--- config.mk ---
export PLATFORM = sky130hd
export DESIGN_NAME = lambda_sensor_sequencer
export DESIGN_NICKNAME = d
export VERILOG_FILES = /design/src/pkg/lambda_seq_pkg.sv /design/src/rtl/lambda_sensor_sequencer.sv /design/src/rtl/sm_tick_gen.sv /design/src/rtl/fault_filter.sv
export SDC_FILE = /design/constraint.sdc
export NUM_CORES = 1
export LEC_CHECK = 0
export BUFFER_PORTS_ARGS = -buffer_cell sky130_fd_sc_hd__buf_4
export CAP_MARGIN = 20
export CORE_MARGIN = 3
export CORE_UTILIZATION = 23
export CTS_CLUSTER_SIZE = 30
export DETAILED_ROUTE_END_ITERATION = 16
export GPL_ROUTABILITY_DRIVEN = 0
export SLEW_MARGIN = 20
export SYNTH_ARGS = -nofsm -noshare
export SYNTH_HDL_FRONTEND = slang
export SYNTH_SLANG_ARGS = --single-unit
--- constraint.sdc ---
create_clock -name clk_i -period 3.55 [get_ports clk_i]
set_input_delay 0.71 -clock clk_i [delete_from_list [all_inputs] [get_ports clk_i]]
set_output_delay 0.71 -clock clk_i [all_outputs]
set_load 0.03 [all_outputs]
--- src/pkg/lambda_seq_pkg.sv ---
// constants, register fields and states for the lambda sensor sequencer
package lambda_seq_pkg;
   localparam int          CLK_HZ         = 20_000_000;
   localparam int          ADC_BITS       = 10;
   localparam logic [9:0]  FV_ZERO_CODE   = 10'h200;
   localparam logic [2:0]  GAIN_UNITY     = 3'h0;
   localparam int          FLT_CNT_DEF    = 8;
   // register offsets (byte addresses)
   localparam logic [7:0]  OFS_CTRL       = 8'h00;
   localparam logic [7:0]  OFS_TIMING     = 8'h04;
   localparam logic [7:0]  OFS_STATUS     = 8'h08;
   localparam logic [7:0]  OFS_ADC_REQ    = 8'h0c;
   // ctrl fields
   localparam int          CTL_SYNC       = 0;
   localparam int          CTL_PG_A       = 1;
   localparam int          CTL_PG_B       = 2;
   localparam int          CTL_PUMP_EN    = 3;
   localparam int          CTL_IMP_EN     = 4;
   localparam int          CTL_CB_EN      = 5;
   localparam int          CTL_CLEAR      = 6;
   localparam int          CTL_GAIN_LSB   = 8;
   localparam logic [31:0] CTRL_RESET     = 32'h0000_0000;
   // timing fields
   localparam int          TM_MCP_LSB     = 0;
   localparam int          TM_IMP_LSB     = 2;
   localparam int          TM_BG_LSB      = 9;
   localparam int          TM_RC_LSB      = 16;
   localparam logic [31:0] TIMING_RESET   = 32'h0001_0a0a;
   // status fields
   localparam int          ST_COUNT_LSB   = 0;
   localparam int          ST_HOPEN       = 4;
   localparam int          ST_HGND        = 5;
   localparam int          ST_HBAT        = 6;
   localparam int          ST_SBAT_A      = 7;
   localparam int          ST_SBAT_B      = 8;
   localparam int          ST_SBAT_C      = 9;
   localparam int          ST_BUSY        = 10;
   localparam int          ST_CLEAR       = 11;
   // sequencer states
   typedef enum logic [2:0] {
      SQ_IDLE, SQ_REFCELL, SQ_FV, SQ_IMP_PRE, SQ_PULSE, SQ_IMP_POST, SQ_TAIL
   } seq_state_t;
   // adc mux selections
   typedef enum logic [1:0] {
      MUX_REFCELL, MUX_FV, MUX_IMPAMP
   } mux_sel_t;
endpackage

--- src/rtl/lambda_sensor_sequencer.sv ---
// measurement sequencer, heater gate and sensor fault latching with wishbone regs
`timescale 1ns/1ps
`default_nettype none
module lambda_sensor_sequencer
#(
   parameter int FLT_CNT  = lambda_seq_pkg::FLT_CNT_DEF,
   parameter int BASE_DIV = 80
)
(
   input  wire logic                clk_i,
   input  wire logic                rst_i,
   // wishbone classic slave
   input  wire logic                cyc_i,
   input  wire logic                stb_i,
   input  wire logic                we_i,
   input  wire logic [7:0]          adr_i,
   input  wire logic [3:0]          sel_i,
   input  wire logic [31:0]         dat_i,
   output logic      [31:0]         dat_o,
   output logic                     ack_o,
   // pins
   input  wire logic                sync_input_i,
   input  wire logic                heater_pwm_in_i,
   input  wire logic                heater_open_det_i,
   input  wire logic                heater_gnd_det_i,
   input  wire logic                heater_bat_det_i,
   input  wire logic                refcell_bat_det_i,
   input  wire logic                sense_bat_det_i,
   input  wire logic                pump_return_bat_det_i,
   input  wire logic                pump_pins_bat_det_i,
   input  wire logic [9:0]          adc_data_i,
   input  wire logic                adc_done_i,
   output logic                     heater_gate_out_o,
   output logic                     prot_gate_a_o,
   output logic                     prot_gate_b_o,
   output logic                     pump_source_en_o,
   output logic                     pump_pulldown_en_o,
   output logic                     impedance_test_switch_o,
   output logic                     charge_balance_sw_o,
   output logic                     bandgap_switch_o,
   output logic                     refcell_switch_o,
   output logic                     adc_start_o,
   output logic [1:0]               adc_mux_o,
   output logic [2:0]               adc_gain_o,
   output logic                     meas_clk_o
);
   import lambda_seq_pkg::*;

   ////////////////////////////////////////////////////////////////////////////
   // register file state
   logic [31:0] ctrl_reg,   ctrl_next;
   logic [31:0] timing_reg, timing_next;
   logic [31:0] dat_reg,    dat_next;
   logic        ack_reg,    ack_next;
   logic [2:0]  flags_reg,  flags_next;      // sense bat a/b/c
   logic [2:0]  hflags_reg, hflags_next;     // heater open/gnd/bat
   logic        latched_reg, latched_next;
   logic        pulldown_off_reg, pulldown_off_next;
   logic [2:0]  count_reg,  count_next;
   logic [9:0]  res_reg [4];
   logic [9:0]  res_next [4];

   // sequencer state
   seq_state_t  st_reg, st_next;
   logic [6:0]  imp_t_reg, imp_t_next;
   logic [6:0]  bg_t_reg,  bg_t_next;
   logic [2:0]  rc_t_reg,  rc_t_next;
   logic [7:0]  tcnt_reg,  tcnt_next;
   logic        sync_q_reg;
   logic        conv_wait_reg, conv_wait_next;
   logic        hg_reg, hg_next;
   logic        start_reg, start_next;
   logic [1:0]  mux_reg, mux_next;
   logic [2:0]  gain_reg, gain_next;

   logic        tick;
   logic [2:0]  det_v;
   logic        sr_det;
   logic        any_det;
   logic        wr_en, rd_en;
   logic        busy;

   function automatic logic [31:0] merge(input logic [31:0] old_v,
                                         input logic [31:0] new_v,
                                         input logic [3:0]  be);
      logic [31:0] r;
      r = old_v;
      for (int i = 0; i < 4; i++)
         if (be[i]) r[8*i +: 8] = new_v[8*i +: 8];
      return r;
   endfunction

   ////////////////////////////////////////////////////////////////////////////
   // submodules
   sm_tick_gen #(.BASE_DIV(BASE_DIV)) u_tick (
      .clk_i       (clk_i),
      .rst_i       (rst_i),
      .period_sel_i(timing_reg[TM_MCP_LSB +: 2]),
      .tick_o      (tick)
   );

   // pump return check only counts while a protection gate is on
   assign sr_det  = pump_return_bat_det_i && (prot_gate_a_o || prot_gate_b_o);
   assign any_det = refcell_bat_det_i || sense_bat_det_i || sr_det || pump_pins_bat_det_i;

   fault_filter #(.FLT_CNT(FLT_CNT)) u_flt_a (
      .clk_i (clk_i), .rst_i(rst_i), .tick_i(tick),
      .cond_i(refcell_bat_det_i), .valid_o(det_v[0]));
   fault_filter #(.FLT_CNT(FLT_CNT)) u_flt_b (
      .clk_i (clk_i), .rst_i(rst_i), .tick_i(tick),
      .cond_i(sense_bat_det_i), .valid_o(det_v[1]));
   fault_filter #(.FLT_CNT(FLT_CNT)) u_flt_c (
      .clk_i (clk_i), .rst_i(rst_i), .tick_i(tick),
      .cond_i(sr_det || pump_pins_bat_det_i), .valid_o(det_v[2]));

   ////////////////////////////////////////////////////////////////////////////
   // bus and fault latching
   assign wr_en = cyc_i && stb_i && we_i && !ack_reg;
   assign rd_en = cyc_i && stb_i && !we_i && !ack_reg;
   assign busy  = (st_reg != SQ_IDLE);

   always_comb
   begin
      ctrl_next         = ctrl_reg;
      timing_next       = timing_reg;
      dat_next          = dat_reg;
      ack_next          = cyc_i && stb_i && !ack_reg;
      flags_next        = flags_reg | det_v;
      hflags_next       = hflags_reg | {heater_bat_det_i, heater_gnd_det_i,
                                        heater_open_det_i};
      latched_next      = latched_reg | (|det_v);
      pulldown_off_next = pulldown_off_reg | any_det;
      if (wr_en && adr_i == OFS_CTRL)
         ctrl_next = merge(ctrl_reg, dat_i, sel_i);
      if (wr_en && adr_i == OFS_TIMING)
         timing_next = merge(timing_reg, dat_i, sel_i) & 32'h0007_ffff;
      // clear takes one cycle; a fault still present sets again, set wins
      if (ctrl_reg[CTL_CLEAR])
      begin
         flags_next        = det_v;
         hflags_next       = {heater_bat_det_i, heater_gnd_det_i, heater_open_det_i};
         latched_next      = |det_v;
         pulldown_off_next = any_det;
         ctrl_next[CTL_CLEAR] = 1'b0;
      end
      if (rd_en)
      begin
         case (adr_i)
            OFS_CTRL:    dat_next = ctrl_reg;
            OFS_TIMING:  dat_next = timing_reg;
            OFS_STATUS:  dat_next = {20'h00000, ctrl_reg[CTL_CLEAR], busy, flags_reg,
                                     hflags_reg[2], hflags_reg[1], hflags_reg[0],
                                     1'b0, count_reg};
            // fv beside impedance pre; impedance post beside refcell
            OFS_ADC_REQ: dat_next = {6'h00, res_reg[1], 6'h00, res_reg[2]};
            8'h10:       dat_next = {6'h00, res_reg[3], 6'h00, res_reg[0]};
            default:     dat_next = 32'h0000_0000;
         endcase
      end
   end

   ////////////////////////////////////////////////////////////////////////////
   // timing sequencer
   always_comb
   begin
      st_next        = st_reg;
      imp_t_next     = imp_t_reg;
      bg_t_next      = bg_t_reg;
      rc_t_next      = rc_t_reg;
      tcnt_next      = tcnt_reg;
      conv_wait_next = conv_wait_reg;
      start_next     = 1'b0;
      mux_next       = mux_reg;
      gain_next      = gain_reg;
      count_next     = count_reg;
      for (int i = 0; i < 4; i++) res_next[i] = res_reg[i];
      // heater: follow inverted pwm when idle, hold when busy
      hg_next = busy ? hg_reg : !heater_pwm_in_i;
      case (st_reg)
         SQ_IDLE:
            // edges in other states never reach here, so are dropped
            if (ctrl_reg[CTL_SYNC] ? (sync_input_i && !sync_q_reg) : tick)
            begin
               imp_t_next = timing_reg[TM_IMP_LSB +: 7];
               bg_t_next  = timing_reg[TM_BG_LSB  +: 7];
               rc_t_next  = timing_reg[TM_RC_LSB  +: 3];
               st_next    = SQ_REFCELL;
               tcnt_next  = 8'h00;
               conv_wait_next = 1'b0;
            end
         SQ_REFCELL, SQ_FV, SQ_IMP_PRE, SQ_IMP_POST:
            if (!conv_wait_reg)
            begin
               // mux order refcell, fv, impedance pre and post
               mux_next   = (st_reg == SQ_REFCELL) ? MUX_REFCELL :
                            (st_reg == SQ_FV) ? MUX_FV : MUX_IMPAMP;
               gain_next  = (st_reg == SQ_FV) ? ctrl_reg[CTL_GAIN_LSB +: 3]
                                              : GAIN_UNITY;
               start_next = 1'b1;
               conv_wait_next = 1'b1;
            end
            else if (adc_done_i)
            begin
               conv_wait_next = 1'b0;
               // 10-bit results; fv code is offset binary about 512
               // post-pulse state code skips the pulse state, so it is mapped apart
               res_next[(st_reg == SQ_IMP_POST) ? 2'd3 : 2'(3'(st_reg) - 3'd1)] = adc_data_i;
               tcnt_next = 8'h00;
               case (st_reg)
                  SQ_REFCELL: st_next = SQ_FV;
                  SQ_FV:      st_next = SQ_IMP_PRE;
                  SQ_IMP_PRE: st_next = SQ_PULSE;
                  default:    st_next = SQ_TAIL;
               endcase
            end
         SQ_PULSE:
            if (tick)
            begin
               tcnt_next = tcnt_reg + 8'h01;
               if (tcnt_reg >= {1'b0, imp_t_reg})
                  st_next = SQ_IMP_POST;
            end
         SQ_TAIL:
            if (tick)
            begin
               tcnt_next = tcnt_reg + 8'h01;
               if (tcnt_reg >= {1'b0, bg_t_reg} + {5'h00, rc_t_reg})
               begin
                  st_next    = SQ_IDLE;
                  count_next = count_reg + 3'h1;
               end
            end
         default: st_next = SQ_IDLE;
      endcase
   end

   always_ff @(posedge clk_i)
   begin
      if (rst_i)
      begin
         ctrl_reg         <= CTRL_RESET;
         timing_reg       <= TIMING_RESET;
         dat_reg          <= 32'h0000_0000;
         ack_reg          <= 1'b0;
         flags_reg        <= 3'h0;
         hflags_reg       <= 3'h0;
         latched_reg      <= 1'b0;
         pulldown_off_reg <= 1'b0;
         count_reg        <= 3'h0;
         st_reg           <= SQ_IDLE;
         imp_t_reg        <= 7'h00;
         bg_t_reg         <= 7'h00;
         rc_t_reg         <= 3'h0;
         tcnt_reg         <= 8'h00;
         sync_q_reg       <= 1'b0;
         conv_wait_reg    <= 1'b0;
         hg_reg           <= 1'b0;
         start_reg        <= 1'b0;
         mux_reg          <= 2'h0;
         gain_reg         <= 3'h0;
         for (int i = 0; i < 4; i++) res_reg[i] <= 10'h000;
      end
      else
      begin
         ctrl_reg         <= ctrl_next;
         timing_reg       <= timing_next;
         dat_reg          <= dat_next;
         ack_reg          <= ack_next;
         flags_reg        <= flags_next;
         hflags_reg       <= hflags_next;
         latched_reg      <= latched_next;
         pulldown_off_reg <= pulldown_off_next;
         count_reg        <= count_next;
         st_reg           <= st_next;
         imp_t_reg        <= imp_t_next;
         bg_t_reg         <= bg_t_next;
         rc_t_reg         <= rc_t_next;
         tcnt_reg         <= tcnt_next;
         sync_q_reg       <= sync_input_i;
         conv_wait_reg    <= conv_wait_next;
         hg_reg           <= hg_next;
         start_reg        <= start_next;
         mux_reg          <= mux_next;
         gain_reg         <= gain_next;
         for (int i = 0; i < 4; i++) res_reg[i] <= res_next[i];
      end
   end

   ////////////////////////////////////////////////////////////////////////////
   // output registers
   logic pga_reg, pgb_reg, pump_reg, pd_reg, imp_reg, cb_reg, bgs_reg, rcs_reg, mclk_reg;
   always_ff @(posedge clk_i)
   begin
      if (rst_i)
      begin
         pga_reg  <= 1'b0;
         pgb_reg  <= 1'b0;
         pump_reg <= 1'b0;
         pd_reg   <= 1'b1;
         imp_reg  <= 1'b0;
         cb_reg   <= 1'b0;
         bgs_reg  <= 1'b0;
         rcs_reg  <= 1'b0;
         mclk_reg <= 1'b0;
      end
      else
      begin
         // enables resume straight after a clear, unaligned to pump clock
         pga_reg  <= ctrl_next[CTL_PG_A] && !latched_next;
         pgb_reg  <= ctrl_next[CTL_PG_B] && !latched_next;
         pump_reg <= ctrl_next[CTL_PUMP_EN] && !latched_next;
         pd_reg   <= !pulldown_off_next;
         imp_reg  <= ctrl_next[CTL_IMP_EN] && !latched_next && st_next == SQ_PULSE;
         cb_reg   <= ctrl_next[CTL_CB_EN] && !latched_next && st_next == SQ_TAIL;
         bgs_reg  <= (st_next == SQ_TAIL) && (tcnt_next < {1'b0, bg_t_next});
         rcs_reg  <= (st_next == SQ_TAIL) && (tcnt_next >= {1'b0, bg_t_next});
         // measurement clock high while busy; its fall counts the cycle
         mclk_reg <= (st_next != SQ_IDLE);
      end
   end

   assign dat_o                   = dat_reg;
   assign ack_o                   = ack_reg;
   assign heater_gate_out_o       = hg_reg;
   assign prot_gate_a_o           = pga_reg;
   assign prot_gate_b_o           = pgb_reg;
   assign pump_source_en_o        = pump_reg;
   assign pump_pulldown_en_o      = pd_reg;
   assign impedance_test_switch_o = imp_reg;
   assign charge_balance_sw_o     = cb_reg;
   assign bandgap_switch_o        = bgs_reg;
   assign refcell_switch_o        = rcs_reg;
   assign adc_start_o             = start_reg;
   assign adc_mux_o               = mux_reg;
   assign adc_gain_o              = gain_reg;
   assign meas_clk_o              = mclk_reg;
endmodule // lambda_sensor_sequencer
`default_nettype wire

--- src/rtl/sm_tick_gen.sv ---
// state machine clock divider giving one tick per selectable period
`timescale 1ns/1ps
`default_nettype none
module sm_tick_gen
   import lambda_seq_pkg::*;
#(
   parameter int BASE_DIV = 80
)
(
   input  wire logic       clk_i,
   input  wire logic       rst_i,
   input  wire logic [1:0] period_sel_i,
   output logic            tick_o
);
   initial if (BASE_DIV < 2) $error("BASE_DIV too small");
   logic [11:0] cnt_reg;
   logic [11:0] cnt_next;
   logic        tick_reg;
   logic        tick_next;
   logic [11:0] limit;
   always_comb
   begin
      // period doubles with each select step
      limit     = 12'(BASE_DIV << period_sel_i) - 12'h001;
      tick_next = (cnt_reg >= limit);
      cnt_next  = tick_next ? 12'h000 : cnt_reg + 12'h001;
   end
   always_ff @(posedge clk_i)
   begin
      if (rst_i)
      begin
         cnt_reg  <= 12'h000;
         tick_reg <= 1'b0;
      end
      else
      begin
         cnt_reg  <= cnt_next;
         tick_reg <= tick_next;
      end
   end
   assign tick_o = tick_reg;
endmodule // sm_tick_gen
`default_nettype wire

--- src/rtl/fault_filter.sv ---
// short-to-battery filter: count while condition persists, flag when reached
`timescale 1ns/1ps
`default_nettype none
module fault_filter
   import lambda_seq_pkg::*;
#(
   parameter int FLT_CNT = FLT_CNT_DEF
)
(
   input  wire logic clk_i,
   input  wire logic rst_i,
   input  wire logic tick_i,
   input  wire logic cond_i,
   output logic      valid_o
);
   initial if (FLT_CNT < 1 || FLT_CNT > 255) $error("FLT_CNT out of range");
   logic [7:0] cnt_reg;
   logic [7:0] cnt_next;
   always_comb
   begin
      if (!cond_i)
         cnt_next = 8'h00;
      else if (tick_i && cnt_reg != 8'(FLT_CNT))
         cnt_next = cnt_reg + 8'h01;
      else
         cnt_next = cnt_reg;
   end
   always_ff @(posedge clk_i)
   begin
      if (rst_i)
         cnt_reg <= 8'h00;
      else
         cnt_reg <= cnt_next;
   end
   assign valid_o = cond_i && (cnt_reg == 8'(FLT_CNT));
endmodule // fault_filter
`default_nettype wire

# [Word level (Yosys, flattened, before mapping)]
# Memories as Yosys holds them, arrays and structs flattened.
# Index checks and enable logic that the tools add are counted.
[word_totals] ff_bits=178 latch_bits=0 ramBits=40 rom_bits=0 out_inout_bits=49 wordCells=200 n_memories=1
[memory_table] memory="res_reg" words=4 word_bits=10 read_ports=4 rd_clocked_by_memory_dff=0 wr=4 line="lambda_sensor_sequencer.sv:60" source="logic [9:0] res_reg [4];"
[op_classes] add_sub_neg=9 n_mul=0 div=0 order_cmp=7 eq_ne=19 shift=1 n_mux=46 bitwise_logic=14 n_reduce_logical=62
[ops] operator="32-bit case mux with 5 select lines" n=1
[ops] operator="40-bit two-way mux" n=3
[ops] operator="10-bit two-way mux" n=5
[ops] operator="40-bit bitwise mux" n=1
[ops] operator="8-bit by 4-bit equality test with 1-bit output, second input constant" n=5
[ops] operator="8-bit by 1-bit adder with 8-bit output, second input constant" n=4
[ops] operator="8-bit two-way mux" n=4
[ops] operator="3-bit two-way mux" n=10
[ops] operator="1-bit logical AND" n=26
[ops] operator="8-bit by 4-bit inequality test with 1-bit output, second input constant" n=3
[ops] operator="8-bit case mux with 3 select lines" n=1
[ops] operator="10-bit demux with 2-bit select" n=1
[ops] operator="2-bit AND reduction" n=10
[ops] operator="8-bit by 7-bit >= comparator with 1-bit output" n=2
[ops] operator="3-bit equality test, second input constant" n=5
[ops] operator="7-bit two-way mux" n=2
[ops] operator="2-bit OR reduction" n=7
[ops] operator="12-bit by 1-bit adder with 12-bit output, second input constant" n=1
[ops] operator="12-bit >= comparator" n=1
[ops] operator="6-bit two-way mux" n=2
[ops] operator="3-bit case mux with 4 select lines" n=1
[ops] operator="7-bit by 2-bit left shift with 12-bit output, first input constant" n=1
[ops] operator="12-bit by 1-bit subtractor with 12-bit output, second input constant" n=1
[ops] operator="1-bit two-way mux" n=10
[ops] operator="other kinds (28)" n=51

# [Logic depth before layout (Yosys ltp)]
[logic_depth] depth_word=12 depth_mapped=14 ltp_nobuf=13

# [Cells and area by module]
# From an unflattened synthesis, not the netlist that was laid out.
[unflattened] hier_cells=1116 hier_area_um2=10067.2
[modules_own_cells] mod="lambda_sensor_sequencer" instances=1 cells_per_inst=884 area_per_inst_um2=7962.6 seq_area_each_um2=3623.5
[modules_own_cells] mod="fault_filter" instances=3 cells_per_inst=48 area_per_inst_um2=414.1 seq_area_each_um2=160.2
[modules_own_cells] mod="sm_tick_gen" instances=1 cells_per_inst=88 area_per_inst_um2=862.1 seq_area_each_um2=260.2

# [Least setup slack after synthesis]
# Ideal clock, no wire load.
[synth_timing] path_kind="register to register" start="register bg_t_reg[0]" end="register bgs_reg (netlist: bandgap_switch_o)" setup_ps=92 arrival_ps=2845 setup_slack_ps=613 path_stages_with_launch=14 synth_period_minus_slack_ps=2937 cell_sequence="dfxtp_1 > ha_1 > fa_1 > a21o_1 > nand2_1 > nor2_1 > xnor2_1 > ha_1 > nand2_1 > a211o_1 > o211a_1 > o41ai_1 > nand3_1 > nor4_1"
[synth_via] elab_chain_cells=7 elab_cells_between_ends=10 cone_classes="add/sub (1); order compare (2); eq/ne (1); mux (5); reduce/logical (1)"
[synth_rtl] item="from (decl)" line="lambda_sensor_sequencer.sv:66" source="logic [6:0] bg_t_reg, bg_t_next;"
[synth_rtl] item="from (signal assigned)" line="lambda_sensor_sequencer.sv:276" source="bg_t_reg <= bg_t_next;"
[synth_rtl] item="7-bit by 3-bit adder with 8-bit output" line="lambda_sensor_sequencer.sv:227" source="if (tcnt_reg >= {1'b0, bg_t_reg} + {5'h00, rc_t_reg})"
[synth_rtl] item="8-bit >= comparator" line="lambda_sensor_sequencer.sv:227"
[synth_rtl] item="3-bit two-way mux" line="lambda_sensor_sequencer.sv:227"
[synth_rtl] item="3-bit two-way mux" line="lambda_sensor_sequencer.sv:224" source="if (tick)"
[synth_rtl] item="3-bit case mux with 4 select lines" line="lambda_sensor_sequencer.sv:179" source="case (st_reg)"
[synth_rtl] item="3-bit equality test" line="lambda_sensor_sequencer.sv:315" source="bgs_reg <= (st_next == SQ_TAIL) && (tcnt_next < {1'b0, bg_t_next});"
[synth_rtl] item="1-bit logical AND (*)" line="lambda_sensor_sequencer.sv:315"
[synth_rtl] item="to (signal assigned)" line="lambda_sensor_sequencer.sv:315"
[synth_rtl] item="to (decl)" line="lambda_sensor_sequencer.sv:291" source="logic pga_reg, pgb_reg, pump_reg, pd_reg, imp_reg, cb_reg, bgs_reg, rcs_reg, mclk_reg;"
# Mark *: on every way between the ends. The rest lies on a longest branch, timed or not.
# A chain may end at the register's enable or synchronous reset.

# [Worst setup path in the final report]
# Ends and elaborated chain as after synthesis.

==> summary.md <==
| Metric | Value |
|---|---|
| Pwr/cell area | `438 nW/um2` |
| Syn avg cell area | `8.80 um2` |
| WL/cell | `15.9 um` |
| Post-synth EDFFs | `0` |
| Core Util, Final | `29.4%` |
| Register bit total from synthesis | `218` |
| Synth unique cells | `72` |
| Ports | `118` |
| Post-synthesis sequential area ratio | `43.6%` |
| Most instantiated library cell after synthesis | `dfxtp_1` |
| Hold Crit Class | `in2reg` |
| WP data arrival | `3780 ps` |
| Max Fclk | `299 MHz` |
| CTS H-tree lvls | `1` |
| Final period util | `94.2%` |
| Status | `completed` |
| Sw Ratio | `22.8%` |
| RSZ-0062 raised after global routing | `false` |
| Worst-Skew Late Latency | `540 ps` |
| Layout cell share with drive strength beyond 1 | `17.6%` |
| GRT Util Overall | `12.4%` |
| Initial drt markers | `565` |
| Non-Filler Instances | `1847` |
| Die Y-Extent | `215 um` |
| Hold Path Depth | `2` |
| Worst Setup End Kind | `flip-flop` |
| Cts bufs inserted | `26` |
| Die X | `215 um` |
| Yosys warning count | `0` |
| Synth top area share | `43.6%` |
| Rows | `75` |
| Worst Max-Slew Pin Slew | `713 ps` |
| DP Area | `11600 um2` |
| Setup Fix Bufs, Post-CTS | `0` |
| Leakage | `5.04 nW` |
| Clock Tree Buf Depth | `3` |
| Routed vias/inst | `4.63` |
| Max FFs per register | `40` |
| Worst R2R Path Depth | `13` |
| Pin count of the biggest net entering global routing | `44` |
| Inst Count DP | `1799` |
| Internal power | `4.23 mW` |
| Initial Utilization | `23.6%` |
| CP startpoint kind | `flip-flop` |
| Final ANT Viol Nets | `0` |
| Worst-path fanout max | `3` |
| Async S/R FF share, synth | `0%` |
| Post-synth top area cell | `dfxtp_1` |
| Initial antenna violation count | `2` |
| Max IR drop VDD | `0.310 mV` |
| Max cap viols | `0` |
| Drt total wl | `29.4 mm` |
| Root buf cell | `clkbuf_16` |
| Grt ovf | `0` |
| Number of global-route vias before repair | `8257` |
| CTS tree | `built` |
| Clk pwr share | `50.8%` |
| Total Neg Setup Slack | `0 ps` |
| Fin crit period | `3340 ps` |
| Port Buf Inserts | `117` |
| Nets | `1371` |
| Power share of the sequential group | `45.1%` |
| Crit Path Class | `reg2reg` |
| Clock transition at path regs | `60 ps` |
| Final slew viol count | `0` |
| Die footprint | `46100 um2` |
| Sink Count | `218` |
| Area of the core | `42500 um2` |
| Area delta synth->final | `24.7%` |
| Gate power share | `4.1%` |
| 1st-pass router iterations | `5` |
| Top post-synthesis cells by area | `dfxtp_1, ha_1, nor2_1, mux2i_1, a21oi_1` |
| Top cells by count, synth | `dfxtp_1, nor2_1, nand2_1` |
| Critical path required time | `3990 ps` |
| Post-Syn Area | `10000 um2` |
| Mapped Cells | `1138` |
| Hold Fails Final Rpt | `0` |
| N_diodes | `0` |
| DP HPWL | `22.2 mm` |
| Routed vias | `8559` |
| Final Instance Area | `12500 um2` |
| Top FF cell, synth | `dfxtp_1` |
| # setup viols final | `0` |
| First-pass GRT wire length | `46.7 mm` |
| Worst slew margin | `51.2%` |
| Final setup skew | `16.2 ps` |
| Net switching power | `1.25 mW` |
| DRC | `0` |
kinds of logic (layout without fill, tap and decap cells):
family,Yosys count,count (layout),synth area share (%)
other,1,2,0.0374
adders and majority gates,52,52,6.57
xor gates and xnor gates,36,36,3.15
and+or+nand+nor,445,445,21.0
DFF,218,218,43.6
muxes,71,71,7.31
buffers and inverters,97,228,3.97
AOI/OAI and AO/OA,218,218,14.4
placed cells by master, fill, tap and decap left out, drive strengths merged, types with 5 or more instances in the layout:
master,Yosys,final
dfxtp,218,218
nor2,148,148
buf,15,146
nand2,120,120
a21oi,93,93
nand3,75,75
mux2i,54,54
ha,51,51
clkbuf,48,39
inv,33,35
xor2,23,23
o21ai,20,20
nor3,20,20
a22oi,17,17
mux2,17,17
nor2b,15,15
a21o,14,14
xnor2,13,13
and3,12,12
nand4,12,12
nand2b,11,11
a221oi,11,11
a221o,9,9
a2bb2oi,8,8
a211oi,7,7
a211o,6,6
nor4,6,6
a32oi,5,5
clkinv,1,5
layout make-up:
| cell class | count | area, um2 |
|---|---|---|
| well taps | 577 | 722 |
| repair buffers | 146 | 1100 |
| flip-flops and latches | 218 | 4360 |
| clock buffers | 39 | 821 |
| inverters | 34 | 128 |
| multi-input cells | 824 | 5270 |
| fillers | 4480 | 30000 |
| clock inverters | 9 | 91.3 |
critical path, stage by stage (launching register included):
cell     delay [ps]
dfxtp_1         310
ha_1            220
fa_1            420
a21o_1          170
nand2_1          90
nor2_1           70
xnor2_1         150
ha_1            290
nand2_1          60
a211o_1         240
o211a_1         240
o41ai_1         510
nand3_1         210
nor4_1          270
stage by stage:
step	total power [mW]	hold slack, ps	setup WS, ps
global route	5.67	349	49.8
CTS	5.53	337	220
finish	5.47	358	205
detailed placement	2.75	432	95.9
global placement	2.74	426	216
floorplan	2.62	413	613
routing by layer:
layer  GRT usage, %  vias up  wire length, um
li1               -     4223                -
met4           3.50        4              742
met3           2.42       44             1720
met2           20.4      230            13400
met1           16.6     4058            13400
met5              0        -               34
worst paths after layout:
check,start,to,slack (ps)
max,bg_t_reg[0]$_SDFF_PP0_,bandgap_switch_o$_SDFF_PP0_,210
min,heater_pwm_in_i,heater_gate_out_o$_SDFFE_PP0P_,360
max reg2reg,bg_t_reg[0]$_SDFF_PP0_,bandgap_switch_o$_SDFF_PP0_,210
min reg2reg,u_tick.cnt_reg[0]$_SDFF_PP0_,u_tick.cnt_reg[0]$_SDFF_PP0_,440
power by group through the flow:
stage / clock network [mW] / logic [mW] / registers [mW]
finish: 2.78 / 0.225 / 2.47
global route: 2.95 / 0.243 / 2.47
CTS: 2.84 / 0.226 / 2.47
detailed placement: 0 / 0.225 / 2.52
global placement: 0 / 0.222 / 2.52
floorplan: 0 / 0.0908 / 2.53
timing repair:
item                       CTS  global route
setup endpoints to repair    0             2
hold buffers                 0             0
resized for setup            0             1
Note: power is estimated with default switching activity, not from simulation.
